**src/ips_pkg.sv**
```systemverilog
/*
 * ips_pkg: shared constants and carrier types for the input protection
 * switchover controller. Assumes a 10 MHz system clock.
 */
package ips_pkg;
	// system clock
	localparam int CLK_HZ = 10000000;
	// debounce and blanking, nominal figures in milliseconds
	localparam int DEBOUNCE_MS = 25;
	localparam int BLANKING_MS = 25;
	localparam int DEBOUNCE_CYC = DEBOUNCE_MS * (CLK_HZ / 1000);
	localparam int BLANKING_CYC = BLANKING_MS * (CLK_HZ / 1000);
	localparam int TMR_W = 24;
	// synchroniser depth
	localparam int SYNC_STAGES = 2;
	localparam int SENSE_W = 5;

	// digitised comparator results and host select
	typedef struct packed {
		logic upper_threshold_sense;  // input above upper lockout
		logic lower_threshold_sense;  // input below lower lockout
		logic internal_uv;            // input below internal trip
		logic adapter_unplugged;      // input below power-on trip
		logic battery_select;
	} ips_sense_s;

	// open-drain gate pin pair
	typedef struct packed {
		logic main_oe;
		logic batt_oe;
	} ips_gate_s;

	typedef enum logic [2:0] {
		ST_UNPLUGGED = 3'h0,
		ST_DEBOUNCE = 3'h1,
		ST_ON = 3'h2,
		ST_BLANK = 3'h3,
		ST_LATCHED = 3'h4
	} ips_state_e;
endpackage

```
**src/ips_switchover.sv**
```systemverilog
/*
 * ips_switchover: protection state machine driving the main pass switch
 * and battery pass switch gates as open-drain enables.
 * Assumes digitised comparator levels and a power-on reset from outside.
 */
// Behaviour
// - main switch closes after in-window debounce
// - above upper threshold opens switch immediately
// - undervoltage while on starts blanking, switch held
// - undervoltage cleared in blanking keeps switch on
// - persistent undervoltage latches off until unplug
// - main gate driven low only without overvoltage or internal undervoltage
// - battery select high: main off, battery on
// - battery select low: battery gate released
// - battery select steers main only while on or blanking
// - overvoltage has no blanking; debounce afterwards
// - internal undervoltage while on or blanking opens and latches immediately; in debounce it only restarts the count
// - unplug then replug restarts debounce
`timescale 1ns/1ns
module ips_switchover #(
	parameter int DEBOUNCE_CYCLES = ips_pkg::DEBOUNCE_CYC,
	parameter int BLANKING_CYCLES = ips_pkg::BLANKING_CYC
) (
	input wire logic sys_clk_in,
	input wire logic rst_b_in,
	input wire ips_pkg::ips_sense_s sense_in,
	output logic main_switch_gate_out,
	output logic main_switch_gate_oe_out,
	output logic battery_switch_gate_out,
	output logic battery_switch_gate_oe_out
);
	ips_pkg::ips_sense_s sense_sync;
	ips_pkg::ips_state_e state_reg;
	ips_pkg::ips_gate_s gate_reg;
	logic [ips_pkg::TMR_W-1:0] timer_reg;
	logic in_window;
	logic ov;
	logic uv;
	logic iuv;
	logic unplug;
	logic sel;

	// all sense levels cross into the clock domain first
	ips_sync #(
		.WIDTH(ips_pkg::SENSE_W),
		.STAGES(ips_pkg::SYNC_STAGES)
	) u_sync (
		.sys_clk_in(sys_clk_in),
		.rst_b_in(rst_b_in),
		.d_in(sense_in),
		.q_out(sense_sync)
	);

	assign ov = sense_sync.upper_threshold_sense;
	assign uv = sense_sync.lower_threshold_sense;
	assign iuv = sense_sync.internal_uv;
	assign unplug = sense_sync.adapter_unplugged;
	assign sel = sense_sync.battery_select;
	assign in_window = !ov && !uv && !iuv && !unplug;

	// protection sequencer; reset clears latch and timers
	always_ff @(posedge sys_clk_in) begin
		if (!rst_b_in) begin
			state_reg <= ips_pkg::ST_UNPLUGGED;
			timer_reg <= '0;
		end else begin
			case (state_reg)
				ips_pkg::ST_UNPLUGGED: begin
					timer_reg <= '0;
					// replug restarts the debounce sequence
					if (!unplug) begin
						state_reg <= ips_pkg::ST_DEBOUNCE;
					end
				end
				ips_pkg::ST_DEBOUNCE: begin
					if (unplug) begin
						state_reg <= ips_pkg::ST_UNPLUGGED;
						timer_reg <= '0;
					end else if (!in_window) begin
						timer_reg <= '0; // any excursion restarts debounce
					end else if (timer_reg == ips_pkg::TMR_W'(DEBOUNCE_CYCLES - 1)) begin
						state_reg <= ips_pkg::ST_ON;
						timer_reg <= '0;
					end else begin
						timer_reg <= timer_reg + 1'b1;
					end
				end
				ips_pkg::ST_ON: begin
					timer_reg <= '0;
					if (unplug) begin
						state_reg <= ips_pkg::ST_UNPLUGGED;
					end else if (iuv) begin
						state_reg <= ips_pkg::ST_LATCHED; // no blanking below internal trip
					end else if (ov) begin
						state_reg <= ips_pkg::ST_DEBOUNCE; // immediate off
					end else if (uv) begin
						state_reg <= ips_pkg::ST_BLANK;
					end
				end
				ips_pkg::ST_BLANK: begin
					if (unplug) begin
						state_reg <= ips_pkg::ST_UNPLUGGED;
						timer_reg <= '0;
					end else if (iuv) begin
						state_reg <= ips_pkg::ST_LATCHED;
						timer_reg <= '0;
					end else if (ov) begin
						state_reg <= ips_pkg::ST_DEBOUNCE;
						timer_reg <= '0;
					end else if (timer_reg == ips_pkg::TMR_W'(BLANKING_CYCLES - 1)) begin
						// judged only at the end of the interval
						state_reg <= uv ? ips_pkg::ST_LATCHED : ips_pkg::ST_ON;
						timer_reg <= '0;
					end else begin
						timer_reg <= timer_reg + 1'b1;
					end
				end
				ips_pkg::ST_LATCHED: begin
					timer_reg <= '0;
					// besides reset, only adapter removal clears the latch
					if (unplug) begin
						state_reg <= ips_pkg::ST_UNPLUGGED;
					end
				end
				default: begin
					state_reg <= ips_pkg::ST_UNPLUGGED;
					timer_reg <= '0;
				end
			endcase
		end
	end

	// gate drive; main pulled low only when on or blanking, free of overvoltage and internal uv, and not selected
	always_ff @(posedge sys_clk_in) begin
		if (!rst_b_in) begin
			gate_reg <= '0;
		end else begin
			gate_reg.main_oe <= (state_reg == ips_pkg::ST_ON || state_reg == ips_pkg::ST_BLANK)
				&& !ov && !iuv && !sel;
			gate_reg.batt_oe <= sel;
		end
	end

	// open drain: data is always low, enable does the work
	assign main_switch_gate_out = 1'b0;
	assign battery_switch_gate_out = 1'b0;
	assign main_switch_gate_oe_out = gate_reg.main_oe;
	assign battery_switch_gate_oe_out = gate_reg.batt_oe;
endmodule

```
**src/ips_sync.sv**
```systemverilog
/*
 * ips_sync: multi-stage synchroniser for a bus of levels.
 * Assumes inputs are static relative to the clock for several cycles.
 */
`timescale 1ns/1ns
module ips_sync #(
	parameter int WIDTH = 5,
	parameter int STAGES = 2
) (
	input wire logic sys_clk_in,
	input wire logic rst_b_in,
	input wire logic [WIDTH-1:0] d_in,
	output logic [WIDTH-1:0] q_out
);
	logic [WIDTH-1:0] stage_reg [STAGES];

	// first stage read only by the next stage
	always_ff @(posedge sys_clk_in) begin
		if (!rst_b_in) begin
			for (int i = 0; i < STAGES; i++) begin
				stage_reg[i] <= '0;
			end
		end else begin
			stage_reg[0] <= d_in;
			for (int i = 1; i < STAGES; i++) begin
				stage_reg[i] <= stage_reg[i-1];
			end
		end
	end

	assign q_out = stage_reg[STAGES-1];
endmodule

```
**config.mk**
```make
export PLATFORM = sky130hd
export DESIGN_NAME = ips_switchover
export DESIGN_NICKNAME = d
export VERILOG_FILES = /design/src/ips_pkg.sv /design/src/ips_switchover.sv /design/src/ips_sync.sv
export SDC_FILE = /design/constraint.sdc
export NUM_CORES = 1
export LEC_CHECK = 0
export BUFFER_PORTS_ARGS = -buffer_cell sky130_fd_sc_hd__buf_2
export CAP_MARGIN = 20
export CELL_PAD_IN_SITES_DETAIL_PLACEMENT = 1
export CELL_PAD_IN_SITES_GLOBAL_PLACEMENT = 2
export CORE_MARGIN = 3
export CORE_UTILIZATION = 41
export CTS_BUF_LIST = sky130_fd_sc_hd__clkbuf_2 sky130_fd_sc_hd__clkbuf_4 sky130_fd_sc_hd__clkbuf_8
export DETAILED_ROUTE_END_ITERATION = 8
export GPL_TIMING_DRIVEN = 0
export PLACE_DENSITY = 0.95
export REMOVE_ABC_BUFFERS = 1
export SETUP_SLACK_MARGIN = 0.15
export SYNTH_ARGS = -nofsm -noshare
export SYNTH_HDL_FRONTEND = slang
export SYNTH_SLANG_ARGS = --single-unit
```
**constraint.sdc**
```tcl
create_clock -name sys_clk_in -period 3.9 [get_ports sys_clk_in]
set_input_delay 0.78 -clock sys_clk_in [delete_from_list [all_inputs] [get_ports sys_clk_in]]
set_output_delay 0.78 -clock sys_clk_in [all_outputs]
set_load 0.02 [all_outputs]
```
==> results.sh <==
export IMPL_dp_hpwl_um=2581
export IMPL_cts_htree_levels=2
export IMPL_drtAntennaViolNets=0
export IMPL_ys_seq_area_frac=0.4585
export IMPL_cts_repair_resized=0
export IMPL_cp_arrival_ns=2.25
export IMPL_synth_warning_count=0
export IMPL_crit_slowest_cell="o21bai_2"
export IMPL_skew_ns=0.005586
export IMPL_core_um2=3826
export IMPL_largest_reg_flops=24
export IMPL_leakage_nw=0.6663
export IMPL_worstSetupPathType="input pin to register"
export IMPL_clk_pin_slew_ns=0.08
export IMPL_synth_area_um2=1703
export IMPL_timing_rr_start="timer_reg[0]$_SDFF_PN0_"
export IMPL_fillers=443
export IMPL_grt_max_degree=24
export IMPL_path_max_fanout=23
export IMPL_start_util=0.4451
export IMPL_place_congestion=0.7967
export IMPL_area_growth_pct=10.36
export IMPL_num_antenna_cells=0
export IMPL_synth_async_reset_ratio=0
export IMPL_grt_pass1_wl_um=6030
export IMPL_cellPowerDensity_nw_per_um2=448.0
export IMPL_ctsLongestPathBuffers=2
export IMPL_worst_slew_pin_slew_ns=0.9036
export IMPL_ys_types=40
export IMPL_routed_wl_um=3549
export IMPL_postPlaceCellArea_um2=1763
export IMPL_clock_latency_ns=0.30
export IMPL_rsz0062_at_grt="no"
export IMPL_fmax_mhz=494.1
export IMPL_vias=1299
export IMPL_hold_class="register to register"
export IMPL_wl_per_cell_um=14.49
export IMPL_min_period_ns=2.024
export IMPL_maxSlewHeadroom=0.3972
export IMPL_yosysTopAreaCell="dfxtp_1"
export IMPL_setup_worst_path_start="rst_b_in"
export IMPL_pre_cts_slack_ns=1.526
export IMPL_cts_made_buffers=5
export IMPL_ios=11
export IMPL_r2r_end="timer_reg[12]$_SDFF_PN0_"
export IMPL_period_share=0.5189
export IMPL_dr_pass1_iters=4
export IMPL_synth_main_ff_cell="dfxtp_1"
export IMPL_hold_buffers=0
export IMPL_grt_use_total=0.1546
export IMPL_fin_ws_ns=1.876
export IMPL_tns_ns=0
export IMPL_ys_top_cells_by_area="dfxtp_1 (46%), xor2_1 (7.2%), nor2_1 (7.1%), xnor2_1 (4.1%), and2_1 (4.0%)"
export IMPL_startpoint_type="input pin"
export IMPL_endpoint="timer_reg[12]$_SDFF_PN0_"
export IMPL_vias_per_cell=5.302
export IMPL_synth_area_per_cell_um2=8.963
export IMPL_utilization=0.4912
export IMPL_status="completed"
export IMPL_rows=22
export IMPL_critPathCaptureType="register"
export IMPL_slowest_delay_ns=0.46
export IMPL_final_setup_viol_count=0
export IMPL_ir_worst_vdd_uv=255.0
export IMPL_root_buffer="clkbuf_8"
export IMPL_antenna_found_initial=0
export IMPL_fin_area_um2=1879
export IMPL_overflow=0
export IMPL_port_buffers=8
export IMPL_cts_tree="yes"
export IMPL_drtIter0Drc=79
export IMPL_path_cells="buf_2 > nor3b_1 > o2111ai_1 > o21bai_2 > nor2_1"
export IMPL_cp_required_ns=4.13
export IMPL_die_height_um=70.45
export IMPL_cts_sinks=39
export IMPL_post_route_drc_count=0
export IMPL_drv_cap=0
export IMPL_hold_violations=0
export IMPL_reg2reg_depth=5
export IMPL_synth_top_area_frac=0.4585
export IMPL_post_cts_repair_setup_buffers=0
export IMPL_slew_viol_final=0
export IMPL_hold_start="u_sync.stage_reg[0][0]$_SDFF_PN0_"
export IMPL_dieArea_um2=4963
export IMPL_r2r_setup_slack_ns=1.90
export IMPL_layout_nets=204
export IMPL_ys_ff_latch=39
export IMPL_die_width_um=70.45
export IMPL_syn_inst=190
export IMPL_grt_pass1_vias=1306
export IMPL_synth_edff_count=0
export IMPL_layout_drive_gt1_share=0.1066
[kinds of logic (layout without fill, tap and decap cells)]
kind of cell             Yosys count  in the layout  share of synthesized area
adder cells (fa/ha/maj)            1              1                   0.007346
AO/OA/AOI/OAI                     19             19                    0.07936
AND/OR/NAND/NOR                   95             95                     0.3049
XOR/XNOR                          22             22                     0.1132
buffers and inverters             13             19                    0.03453
other                              1              2                   0.002202
flip-flops                        39             39                     0.4585
[final cells by class]
class	count	area, µm²	area share
Inverter	3	11.26	0.005992
Clock inverter	3	47.55	0.02530
Multi-Input combinational cell	139	870.8	0.4634
Tap cell	48	60.06	0.03196
Sequential cell	39	780.7	0.4154
Clock buffer	5	68.82	0.03662
Timing Repair Buffer	8	40.04	0.02130
[critical path: cells and delay by family]
family                 cells  cell delay (ns)
AO/OA/AOI/OAI              2             0.68
AND/OR/NAND/NOR            2             0.56
buffers and inverters      1             0.22
[Yosys cell counts (all sizes together), types with 2 or more instances]
master / count
nand2: 9
nand3: 9
nor4b: 3
nor2: 32
nand4: 6
xor2: 14
nor3: 2
clkbuf: 6
and4: 2
or3b: 2
dfxtp: 39
xnor2: 8
and3: 10
and2: 11
nor4: 4
o21bai: 2
buf: 4
inv: 3
o21ai: 8
[metrics by stage]
stage / instances / total power [mW] / hold WS, ns
4_1_cts: 245 / 0.8502 / 0.4456
6_report: 245 / 0.8419 / 0.4405
5_1_grt: 245 / 0.8858 / 0.4605
2_1_floorplan: 181 / 0.4821 / 0.3894
3_5_place_dp: 237 / 0.5058 / 0.4266
3_3_place_gp: 237 / 0.4981 / 0.4152
[routing by layer]
metal,GRT usage,part of all wire,vias to the layer above
li1,-,-,663
met1,0.1868,0.47,613
met2,0.2484,0.48,18
met3,0.04892,0.032,5
met4,0.07021,0.014,0
met5,0,0,-
[cells in the final DEF (no fill, tap or decap), drive strengths merged, types with 5 or more instances in the layout]
cell type and instances:
dfxtp 39, nor2 32, xor2 14, and2 11, and3 10, nand3 9, nand2 9, xnor2 8
buf 8, o21ai 8, nand4 6, clkbuf 5
[worst min-delay path by stage]
stage,endpoint,slack (ns),cells past startpoint
floorplan,main_switch_gate_oe_out$_SDFF_PN0_,0.39,1
global placement,u_sync.stage_reg[0][5]$_SDFF_PN0_,0.42,1
detailed placement,u_sync.stage_reg[0][8]$_SDFF_PN0_,0.43,1
CTS,u_sync.stage_reg[0][8]$_SDFF_PN0_,0.45,1
global route,main_switch_gate_oe_out$_SDFF_PN0_,0.46,1
finish,u_sync.stage_reg[0][5]$_SDFF_PN0_,0.44,1
[report_power, final]
group	switching [mW]	leakage [nW]	total, mW	internal, mW
clock	0.153	0.0587	0.347	0.194
sequential	0.0195	0.317	0.429	0.410
combinational	0.0351	0.291	0.0659	0.0307
total	0.208	0.666	0.842	0.634
No activity file was read; power rests on OpenSTA's default activity.
